===== src/common/sltx_cfg.svh =====
`ifndef SLTX_CFG_SVH
`define SLTX_CFG_SVH
// Register indexes; the bus byte address is four times the index
`define SLTX_IDX_DENSITY     12'h592
`define SLTX_IDX_CKSUM0      12'h5A0
`define SLTX_IDX_CKSUM1      12'h5A1
`define SLTX_IDX_PWRDN       12'h5B0
`define SLTX_IDX_MAP0        12'h5B2
`define SLTX_IDX_MAP1        12'h5B3
`define SLTX_IDX_SWING0      12'h5C0
`define SLTX_IDX_SWING1      12'h5C1
`define SLTX_IDX_LINKP0      12'h600
`define SLTX_IDX_LINKP1      12'h601
// Field positions
`define SLTX_HD_BIT          7
`define SLTX_PD_LANE0_BIT    0
`define SLTX_PD_LANE1_BIT    2
// Reset values
`define SLTX_RST_PWRDN       8'hFA
`define SLTX_RST_MAP0        8'h00
`define SLTX_RST_MAP1        8'h11
`define SLTX_RST_SWING       8'h01
`define SLTX_RST_CKSUM0      8'hC3
`define SLTX_RST_CKSUM1      8'hC4
`define SLTX_RST_LINKP       8'h00
// Writable masks
`define SLTX_WMASK_PWRDN     8'hFF
`define SLTX_WMASK_MAP       8'h77
`define SLTX_WMASK_SWING     8'h07
`define SLTX_WMASK_LINKP     8'hFF
`endif


===== src/common/sltx_pkg.sv =====
package sltx_pkg;
  // Bus response codes
  typedef enum logic [1:0] {
    SLTX_RESP_OKAY   = 2'b00,
    SLTX_RESP_SLVERR = 2'b10
  } sltx_resp_t;
  // Logical lane selector
  typedef logic [2:0] sltx_lsel_t;
endpackage


===== src/common/sltx_lane_if.sv =====
`timescale 1ns/100ps
// Per-lane controls handed from the register file to the lane slice
interface sltx_lane_if;
  logic [7:0] linkp;      // Sum of lane link parameters, software-set
  logic [2:0] lsel;       // Logical lane chosen
  logic [3:0] lanes_in;   // Logical lane bits
  logic       pd;         // Force power-down
  logic [2:0] swing;      // Swing code
  logic       ser_out;    // Routed bit
  logic       ser_oe;     // Lane driving
  logic [2:0] swing_out;  // Swing applied
  modport regs (output linkp, lsel, lanes_in, pd, swing, input ser_out, ser_oe, swing_out);
  modport lane (input linkp, lsel, lanes_in, pd, swing, output ser_out, ser_oe, swing_out);
endinterface


===== src/core/sltx_cksum.sv =====
`timescale 1ns/100ps
// Modulo-256 sum of per-lane link parameter bytes
module sltx_cksum
  import sltx_pkg::*;
(
  input  wire logic [7:0] base,
  input  wire logic [7:0] lane_param,
  output logic      [7:0] sum
);
  // Eight-bit add wraps naturally, giving the mod 256
  assign sum = base + lane_param;
endmodule


===== src/core/sltx_lane.sv =====
`timescale 1ns/100ps
// One physical lane: routing, power-down, swing
module sltx_lane
  import sltx_pkg::*;
(
  input  wire logic   core_clk,
  input  wire logic   nrst,
  sltx_lane_if.lane   lif
);
  typedef struct packed {
    logic       out;
    logic       oe;
    logic [2:0] sw;
  } sltx_lane_st_t;
  sltx_lane_st_t st_reg;   // State
  sltx_lane_st_t st_next;  // Next state

  // Route chosen logical lane; codes above 3 give idle zero
  always_comb begin
    st_next     = st_reg;
    st_next.out = (lif.lsel < 3'h4) ? lif.lanes_in[lif.lsel[1:0]] : 1'b0;
    st_next.oe  = ~lif.pd;
    st_next.sw  = lif.swing;
    if (lif.pd) begin
      st_next.out = 1'b0;
    end
  end

  // Register
  always_ff @(posedge core_clk) begin
    if (!nrst) begin
      st_reg <= '0;
    end else begin
      st_reg <= st_next;
    end
  end

  assign lif.ser_out   = st_reg.out;
  assign lif.ser_oe    = st_reg.oe;
  assign lif.swing_out = st_reg.sw;

  property p_pd_off;
    @(posedge core_clk) disable iff (!nrst) lif.pd |=> !lif.ser_oe;
  endproperty
  a_pd_off: assert property (p_pd_off) else $error("lane driving while powered down");
endmodule


===== src/core/sltx_regs.sv =====
`timescale 1ns/100ps
`include "sltx_cfg.svh"
module sltx_regs
  import sltx_pkg::*;
(
  input  wire logic        core_clk,
  input  wire logic        nrst,
  // AXI4-Lite write address
  input  wire logic [13:0] s_axi_awaddr,
  input  wire logic        s_axi_awvalid,
  output logic             s_axi_awready,
  // Write data
  input  wire logic [31:0] s_axi_wdata,
  input  wire logic [3:0]  s_axi_wstrb,
  input  wire logic        s_axi_wvalid,
  output logic             s_axi_wready,
  // Write response
  output logic [1:0]       s_axi_bresp,
  output logic             s_axi_bvalid,
  input  wire logic        s_axi_bready,
  // Read address
  input  wire logic [13:0] s_axi_araddr,
  input  wire logic        s_axi_arvalid,
  output logic             s_axi_arready,
  // Read data
  output logic [31:0]      s_axi_rdata,
  output logic [1:0]       s_axi_rresp,
  output logic             s_axi_rvalid,
  input  wire logic        s_axi_rready,
  // Link status from the framer
  input  wire logic        high_density_flag,
  input  wire logic [4:0]  ctrl_words_per_frame,
  input  wire logic [3:0]  logical_lanes,
  // Physical lanes
  output logic             serial_out_lane0,
  output logic             serial_out_lane0_oe,
  output logic             serial_out_lane1,
  output logic             serial_out_lane1_oe,
  output logic [2:0]       lane0_swing,
  output logic [2:0]       lane1_swing
);
  ////////////////////////////////////////////////////////////////////////////////////////
  // State
  typedef struct packed {
    logic       aw_held;   // Address latched
    logic [11:0] aw_idx;   // Latched index
    logic       w_held;    // Data latched
    logic [7:0] w_data;    // Latched byte
    logic       w_en;      // Byte lane 0 enabled
    logic       bvalid;
    logic [1:0] bresp;
    logic       rvalid;
    logic [1:0] rresp;
    logic [7:0] rdata;
    logic [7:0] pwrdn;     // Lane power-down
    logic [7:0] map0;
    logic [7:0] map1;
    logic [7:0] swing0;
    logic [7:0] swing1;
    logic [7:0] linkp0;    // Lane 0 parameter byte sum, loaded by software
    logic [7:0] linkp1;
  } sltx_regs_st_t;
  sltx_regs_st_t st_reg;   // Registered state
  sltx_regs_st_t st_next;  // Next state

  logic [7:0] cksum0;      // Lane 0 checksum
  logic [7:0] cksum1;      // Lane 1 checksum
  logic [7:0] rd_val;      // Read mux
  logic       rd_hit;      // Mapped read
  logic       wr_hit;      // Mapped write
  logic [11:0] ar_idx;     // Read index

  sltx_lane_if l0 ();
  sltx_lane_if l1 ();

  ////////////////////////////////////////////////////////////////////////////////////////
  // Checksums: reset value offsets plus software parameter sum, so reset reads match
  sltx_cksum u_ck0 (
    .base       (8'(`SLTX_RST_CKSUM0)),
    .lane_param (st_reg.linkp0),
    .sum        (cksum0)
  );
  sltx_cksum u_ck1 (
    .base       (8'(`SLTX_RST_CKSUM1)),
    .lane_param (st_reg.linkp1),
    .sum        (cksum1)
  );

  ////////////////////////////////////////////////////////////////////////////////////////
  // Lane slices
  assign l0.linkp    = st_reg.linkp0;
  assign l0.lsel     = st_reg.map0[2:0];
  assign l0.lanes_in = logical_lanes;
  assign l0.pd       = st_reg.pwrdn[`SLTX_PD_LANE0_BIT];
  assign l0.swing    = st_reg.swing0[2:0];
  assign l1.linkp    = st_reg.linkp1;
  assign l1.lsel     = st_reg.map1[2:0];
  assign l1.lanes_in = logical_lanes;
  assign l1.pd       = st_reg.pwrdn[`SLTX_PD_LANE1_BIT];
  assign l1.swing    = st_reg.swing1[2:0];

  sltx_lane u_lane0 (
    .core_clk (core_clk),
    .nrst     (nrst),
    .lif      (l0)
  );
  sltx_lane u_lane1 (
    .core_clk (core_clk),
    .nrst     (nrst),
    .lif      (l1)
  );

  assign serial_out_lane0    = l0.ser_out;
  assign serial_out_lane0_oe = l0.ser_oe;
  assign serial_out_lane1    = l1.ser_out;
  assign serial_out_lane1_oe = l1.ser_oe;
  assign lane0_swing         = l0.swing_out;
  assign lane1_swing         = l1.swing_out;

  ////////////////////////////////////////////////////////////////////////////////////////
  // Read decode; byte address is four times the printed index
  assign ar_idx = s_axi_araddr[13:2];
  always_comb begin
    rd_val = 8'h00;
    rd_hit = 1'b1;
    unique case (ar_idx)
      `SLTX_IDX_DENSITY: begin
        rd_val = {high_density_flag, 2'b00, ctrl_words_per_frame};
      end
      `SLTX_IDX_CKSUM0: begin
        rd_val = cksum0;
      end
      `SLTX_IDX_CKSUM1: begin
        rd_val = cksum1;
      end
      `SLTX_IDX_PWRDN:  rd_val = st_reg.pwrdn;
      `SLTX_IDX_MAP0:   rd_val = st_reg.map0;
      `SLTX_IDX_MAP1:   rd_val = st_reg.map1;
      `SLTX_IDX_SWING0: rd_val = st_reg.swing0;
      `SLTX_IDX_SWING1: rd_val = st_reg.swing1;
      `SLTX_IDX_LINKP0: rd_val = st_reg.linkp0;
      `SLTX_IDX_LINKP1: rd_val = st_reg.linkp1;
      default: begin
        rd_hit = 1'b0;   // Unmapped address answers SLVERR
      end
    endcase
  end

  // Write hit check on the latched index
  always_comb begin
    unique case (st_reg.aw_idx)
      `SLTX_IDX_DENSITY, `SLTX_IDX_CKSUM0, `SLTX_IDX_CKSUM1,
      `SLTX_IDX_PWRDN, `SLTX_IDX_MAP0, `SLTX_IDX_MAP1,
      `SLTX_IDX_SWING0, `SLTX_IDX_SWING1,
      `SLTX_IDX_LINKP0, `SLTX_IDX_LINKP1: wr_hit = 1'b1;
      default:                           wr_hit = 1'b0;
    endcase
  end

  // Ready while nothing is latched and no response is pending
  assign s_axi_awready = !st_reg.aw_held && !st_reg.bvalid;
  assign s_axi_wready  = !st_reg.w_held && !st_reg.bvalid;
  assign s_axi_arready = !st_reg.rvalid;
  assign s_axi_bvalid  = st_reg.bvalid;
  assign s_axi_bresp   = st_reg.bresp;
  assign s_axi_rvalid  = st_reg.rvalid;
  assign s_axi_rresp   = st_reg.rresp;
  assign s_axi_rdata   = {24'h000000, st_reg.rdata};

  ////////////////////////////////////////////////////////////////////////////////////////
  // Next state: channel capture, register writes, responses
  always_comb begin
    st_next = st_reg;
    if (s_axi_awvalid && s_axi_awready) begin
      st_next.aw_held = 1'b1;
      st_next.aw_idx  = s_axi_awaddr[13:2];
    end
    if (s_axi_wvalid && s_axi_wready) begin
      st_next.w_held = 1'b1;
      st_next.w_data = s_axi_wdata[7:0];
      st_next.w_en   = s_axi_wstrb[0];
    end
    // Both halves present: commit and respond
    if (st_reg.aw_held && st_reg.w_held) begin
      st_next.aw_held = 1'b0;
      st_next.w_held  = 1'b0;
      st_next.bvalid  = 1'b1;
      st_next.bresp   = wr_hit ? SLTX_RESP_OKAY : SLTX_RESP_SLVERR;
      if (st_reg.w_en) begin
        // Read-only registers and bits keep device values
        unique case (st_reg.aw_idx)
          `SLTX_IDX_PWRDN:  st_next.pwrdn  = st_reg.w_data & 8'(`SLTX_WMASK_PWRDN);
          `SLTX_IDX_MAP0:   st_next.map0   = st_reg.w_data & 8'(`SLTX_WMASK_MAP);
          `SLTX_IDX_MAP1:   st_next.map1   = st_reg.w_data & 8'(`SLTX_WMASK_MAP);
          `SLTX_IDX_SWING0: st_next.swing0 = st_reg.w_data & 8'(`SLTX_WMASK_SWING);
          `SLTX_IDX_SWING1: st_next.swing1 = st_reg.w_data & 8'(`SLTX_WMASK_SWING);
          `SLTX_IDX_LINKP0: st_next.linkp0 = st_reg.w_data;
          `SLTX_IDX_LINKP1: st_next.linkp1 = st_reg.w_data;
          default: begin
            st_next.pwrdn = st_reg.pwrdn;
          end
        endcase
      end
    end
    if (st_reg.bvalid && s_axi_bready) begin
      st_next.bvalid = 1'b0;
    end
    // Read
    if (s_axi_arvalid && s_axi_arready) begin
      st_next.rvalid = 1'b1;
      st_next.rdata  = rd_val;
      st_next.rresp  = rd_hit ? SLTX_RESP_OKAY : SLTX_RESP_SLVERR;
    end else if (st_reg.rvalid && s_axi_rready) begin
      st_next.rvalid = 1'b0;
    end
  end

  ////////////////////////////////////////////////////////////////////////////////////////
  // Register stage
  always_ff @(posedge core_clk) begin
    if (!nrst) begin
      st_reg        <= '0;
      st_reg.pwrdn  <= `SLTX_RST_PWRDN;
      st_reg.map0   <= `SLTX_RST_MAP0;
      st_reg.map1   <= `SLTX_RST_MAP1;
      st_reg.swing0 <= `SLTX_RST_SWING;
      st_reg.swing1 <= `SLTX_RST_SWING;
      st_reg.linkp0 <= `SLTX_RST_LINKP;
      st_reg.linkp1 <= `SLTX_RST_LINKP;
    end else begin
      st_reg <= st_next;
    end
  end

  ////////////////////////////////////////////////////////////////////////////////////////
  // Checks
  property p_ro_cksum;
    @(posedge core_clk) disable iff (!nrst)
      (s_axi_arvalid && s_axi_arready && ar_idx == `SLTX_IDX_CKSUM0)
      |=> (s_axi_rdata[7:0] == 8'(st_reg.linkp0 + 8'hC3));
  endproperty
  a_ro_cksum: assert property (p_ro_cksum) else $error("lane0 checksum read wrong");

  property p_ck1;
    @(posedge core_clk) disable iff (!nrst)
      (s_axi_arvalid && s_axi_arready && ar_idx == `SLTX_IDX_CKSUM1)
      |=> (s_axi_rdata[7:0] == 8'(st_reg.linkp1 + 8'hC4));
  endproperty
  a_ck1: assert property (p_ck1) else $error("lane1 checksum read wrong");

  property p_density;
    @(posedge core_clk) disable iff (!nrst)
      (s_axi_arvalid && s_axi_arready && ar_idx == `SLTX_IDX_DENSITY)
      ##1 s_axi_rvalid |-> s_axi_rdata[7] == $past(high_density_flag)
      && s_axi_rdata[4:0] == $past(ctrl_words_per_frame) && s_axi_rdata[6:5] == 2'b00;
  endproperty
  a_density: assert property (p_density) else $error("density register read wrong");

  property p_cf;
    @(posedge core_clk) disable iff (!nrst)
      (s_axi_arvalid && s_axi_arready && ar_idx == `SLTX_IDX_DENSITY)
      |=> s_axi_rdata[4:0] == $past(ctrl_words_per_frame);
  endproperty
  a_cf: assert property (p_cf) else $error("control word count wrong");

  property p_pd1;
    @(posedge core_clk) disable iff (!nrst)
      st_reg.pwrdn[2] ##1 st_reg.pwrdn[2] |-> !serial_out_lane1_oe;
  endproperty
  a_pd1: assert property (p_pd1) else $error("lane1 not powered down");

  property p_pd0;
    @(posedge core_clk) disable iff (!nrst)
      (nrst && !st_reg.pwrdn[0]) ##1 !st_reg.pwrdn[0] |-> serial_out_lane0_oe;
  endproperty
  a_pd0: assert property (p_pd0) else $error("lane0 not operating");

  property p_map0;
    @(posedge core_clk) disable iff (!nrst)
      (!st_reg.pwrdn[0] && st_reg.map0[2:0] < 3'h4)
      |=> serial_out_lane0 == $past(logical_lanes[st_reg.map0[1:0]]);
  endproperty
  a_map0: assert property (p_map0) else $error("lane0 routing wrong");

  property p_map1;
    @(posedge core_clk) disable iff (!nrst)
      (!st_reg.pwrdn[2] && st_reg.map1[2:0] < 3'h4)
      |=> serial_out_lane1 == $past(logical_lanes[st_reg.map1[1:0]]);
  endproperty
  a_map1: assert property (p_map1) else $error("lane1 routing wrong");

  property p_swing;
    @(posedge core_clk) disable iff (!nrst)
      nrst |=> lane0_swing == $past(st_reg.swing0[2:0]) && lane1_swing == $past(st_reg.swing1[2:0]);
  endproperty
  a_swing: assert property (p_swing) else $error("swing not applied");

  property p_ro_write;
    @(posedge core_clk) disable iff (!nrst)
      (st_reg.aw_held && st_reg.w_held) |=> st_reg.map0[7] == 1'b0 && st_reg.map0[3] == 1'b0;
  endproperty
  a_ro_write: assert property (p_ro_write) else $error("read-only bit written");

  property p_cksum_mod;
    @(posedge core_clk) disable iff (!nrst) cksum0 == 8'(st_reg.linkp0 + 8'hC3);
  endproperty
  a_cksum_mod: assert property (p_cksum_mod) else $error("checksum not mod 256");
endmodule


===== config.mk =====
export PLATFORM = sky130hd
export DESIGN_NAME = sltx_regs
export DESIGN_NICKNAME = d
export VERILOG_FILES = /design/src/common/sltx_pkg.sv /design/src/common/sltx_lane_if.sv /design/src/core/sltx_cksum.sv /design/src/core/sltx_lane.sv /design/src/core/sltx_regs.sv
export VERILOG_INCLUDE_DIRS = /design/src /design/src/common
export SDC_FILE = /design/constraint.sdc
export NUM_CORES = 1
export LEC_CHECK = 0
export CAP_MARGIN = 20
export CORE_MARGIN = 8
export CORE_UTILIZATION = 54
export DETAILED_ROUTE_END_ITERATION = 7
export DONT_BUFFER_PORTS = 1
export PLACE_DENSITY = 0.7
export SLEW_MARGIN = 10
export SYNTH_ARGS = -nofsm -noshare
export SYNTH_HDL_FRONTEND = slang
export SYNTH_SLANG_ARGS = --single-unit

===== constraint.sdc =====
create_clock -name core_clk -period 2.4 [get_ports core_clk]
set_input_delay 0 -clock core_clk [delete_from_list [all_inputs] [get_ports core_clk]]
set_output_delay 0 -clock core_clk [all_outputs]
set_load 0.01 [all_outputs]

==> flow_metrics.env <==
export IMPL_min_period_ns=2.211
export IMPL_dp_hpwl_mm=7.722
export IMPL_async_reset_ff_share_pct=0
export IMPL_grt_max_degree=63
export IMPL_fp_dieH_um=106.6
export IMPL_drv_slew=0
export IMPL_cts_buffers=9
export IMPL_hold_viol=0
export IMPL_drv_cap=0
export IMPL_finClkSkew_ns=0.01346
export IMPL_cp_data_arrival_time_ns=2.52
export IMPL_pre_cts_ws_ns=0.3842
export IMPL_seq_area_frac_synth_pct=39.30
export IMPL_post_cts_buffers=0
export IMPL_largest_register_ffs=35
export IMPL_routed_wl_mm=10.74
export IMPL_syn_area_per_cell_um2=8.622
export IMPL_cts_root_buf="clkbuf_8"
export IMPL_outcome="finished, final reports clean"
export IMPL_layout_common_cells="dfxtp_1, nand2_1, mux2i_1, nor2_1, a21oi_1"
export IMPL_synth_ff_type="dfxtp_1"
export IMPL_cp_required_ns=2.71
export IMPL_cts_resized=0
export IMPL_route_detailed_drc=0
export IMPL_worst_setup_path_start_kind="input pin"
export IMPL_crit_fanout=62
export IMPL_ys_types=60
export IMPL_tns_ns=0
export IMPL_netlist_area_um2=4432
export IMPL_cts_tree="built"
export IMPL_gr_usage_all_layers_pct=19.34
export IMPL_grt_pass1_vias=3595
export IMPL_die_w_um=106.6
export IMPL_io_pins=132
export IMPL_nets=610
export IMPL_grt_pass1_wl_mm=17.84
export IMPL_cellLeakagePower_uw=0.001927
export IMPL_drt_pass1_iterations=4
export IMPL_port_buffers=0
export IMPL_drive_above_1_share_pct=7.331
export IMPL_dieArea_um2=11360
export IMPL_gp_congestion=0.9158
export IMPL_wl_per_cell_um=16.86
export IMPL_postPlaceCellArea_um2=4299
export IMPL_end_kind="register"
export IMPL_fin_crit_sh_pct=92.13
export IMPL_yosys_register_bits=87
export IMPL_dp_cells=585
export IMPL_critPathKind="in -> reg"
export IMPL_fmax_mhz=452.3
export IMPL_powerDensity_nw_per_um2=579.2
export IMPL_num_vias=3603
export IMPL_clock_path_buffers=2
export IMPL_antenna_found_initial=0
export IMPL_rsz0062_at_grt="no"
export IMPL_hold_class="in -> reg"
export IMPL_num_antenna_cells=0
export IMPL_first_iter_violations=150
export IMPL_fin_area_um2=4862
export IMPL_vias_per_cell=5.656
export IMPL_synth_edf_count=0
export IMPL_worst_slew_margin_rel_pct=51.41
export IMPL_cts_sinks=87
export IMPL_hold_buffers=36
export IMPL_area_growth_pct=9.712
export IMPL_grt_overflow=0
export IMPL_ant_nets=0
export IMPL_setup_viol=0
export IMPL_coreArea_um2=8093
export IMPL_final_util_pct=60.08
export IMPL_finalNonFillerCells=637
export IMPL_postSynthCellCount=514
export IMPL_setup_slack_ns=0.1889
export IMPL_ir_drop_mv=0.4126
export IMPL_row_count=33
export IMPL_tightestPinTransition_ns=0.7265
export IMPL_insertion_delay_ns=0.36
export IMPL_clk_pin_slew_ns=0.10
export IMPL_mostFrequentLayoutCell="dfxtp_1"
export IMPL_yosys_warnings=0
export IMPL_start_util_pct=54.76
export IMPL_htree_levels=3
==> worst paths after layout <==
| kind | startpoint | endpoint | slack, ns | depth (start not counted) |
|---|---|---|---|---|
| setup / recovery | nrst | s_axi_rvalid | 0.19 | 5 |
| hold / removal | s_axi_wvalid | st_reg[79] | 0.01 | 2 |
| setup reg to reg | l1.lsel[0] | u_lane1.lif.ser_out | 0.27 | 4 |
| hold reg to reg | st_reg[91] | st_reg[91] | 0.46 | 2 |
==> layout make-up <==
class                   instances  area [um2]
inverters                       8       30.03
flip-flops and latches         87        1742
fillers                       736        3231
clock buffers                   9       123.9
repair buffers                 40       390.4
well taps                     105       131.4
multi-input cells             381        2366
clock inverters                 7       78.83
==> power by group <==
part / internal, uW / total [uW] / leakage, uW / switching (uW)
logic: 104 / 237 / 0.00112 / 132
registers: 1480 / 1530 / 0.000708 / 53.1
clock network: 493 / 1040 / 0.0000982 / 552
total: 2080 / 2820 / 0.00193 / 737
==> worst max-delay path, stage by stage <==
cell,delay (ns)
dlygate4sd3_1,1.01
clkinv_1,0.27
buf_4,0.39
a211oi_1,0.27
dlygate4sd3_1,0.56
==> routing by layer <==
| layer | GRT usage (%) | vias to the layer above | wire length (um) | part of all wire [%] |
|---|---|---|---|---|
| met5 | 0 | - | 0 | 0 |
| met4 | 6.935 | 0 | 140 | 1.3 |
| met3 | 7.139 | 12 | 986 | 9.2 |
| met2 | 31.93 | 134 | 5074 | 47 |
| met1 | 22.49 | 1698 | 4537 | 42 |
| li1 | - | 1759 | - | - |
==> through the flow <==
step	hold slack (ns)	power [uW]
floorplan	0.09902	1763
global placement	0.06629	1743
detailed placement	0.07142	1751
CTS	0.01293	2840
global route	0.01819	2951
finish	0.01486	2816
==> synthesized netlist by cell type, types with 7 or more instances <==
| cell type | count | area share [%] |
|---|---|---|
| dfxtp_1 | 87 | 39 |
| nand2_1 | 75 | 6.4 |
| mux2i_1 | 55 | 12 |
| nor2_1 | 52 | 4.4 |
| a21oi_1 | 41 | 4.6 |
| buf_4 | 38 | 6.4 |
| clkbuf_1 | 17 | 1.4 |
| nand3_1 | 10 | 1.1 |
| and2_1 | 9 | 1.3 |
| o21ai_0 | 9 | 1.0 |
| inv_1 | 8 | 0.68 |
| nor3_1 | 8 | 0.90 |
| buf_2 | 7 | 0.79 |
==> cell families after synthesis <==
logic type               Yosys count  synth area share, %
AO/OA/AOI/OAI                     83                11.72
adder cells (fa/ha/maj)            3               0.7904
buffers and inverters             71                9.429
flip-flops                        87                39.30
multiplexers                      59                13.44
other                              1              0.08462
AND/OR/NAND/NOR                  201                23.46
XOR/XNOR                           9                1.779
Note: power is estimated with default switching activity, not from simulation.
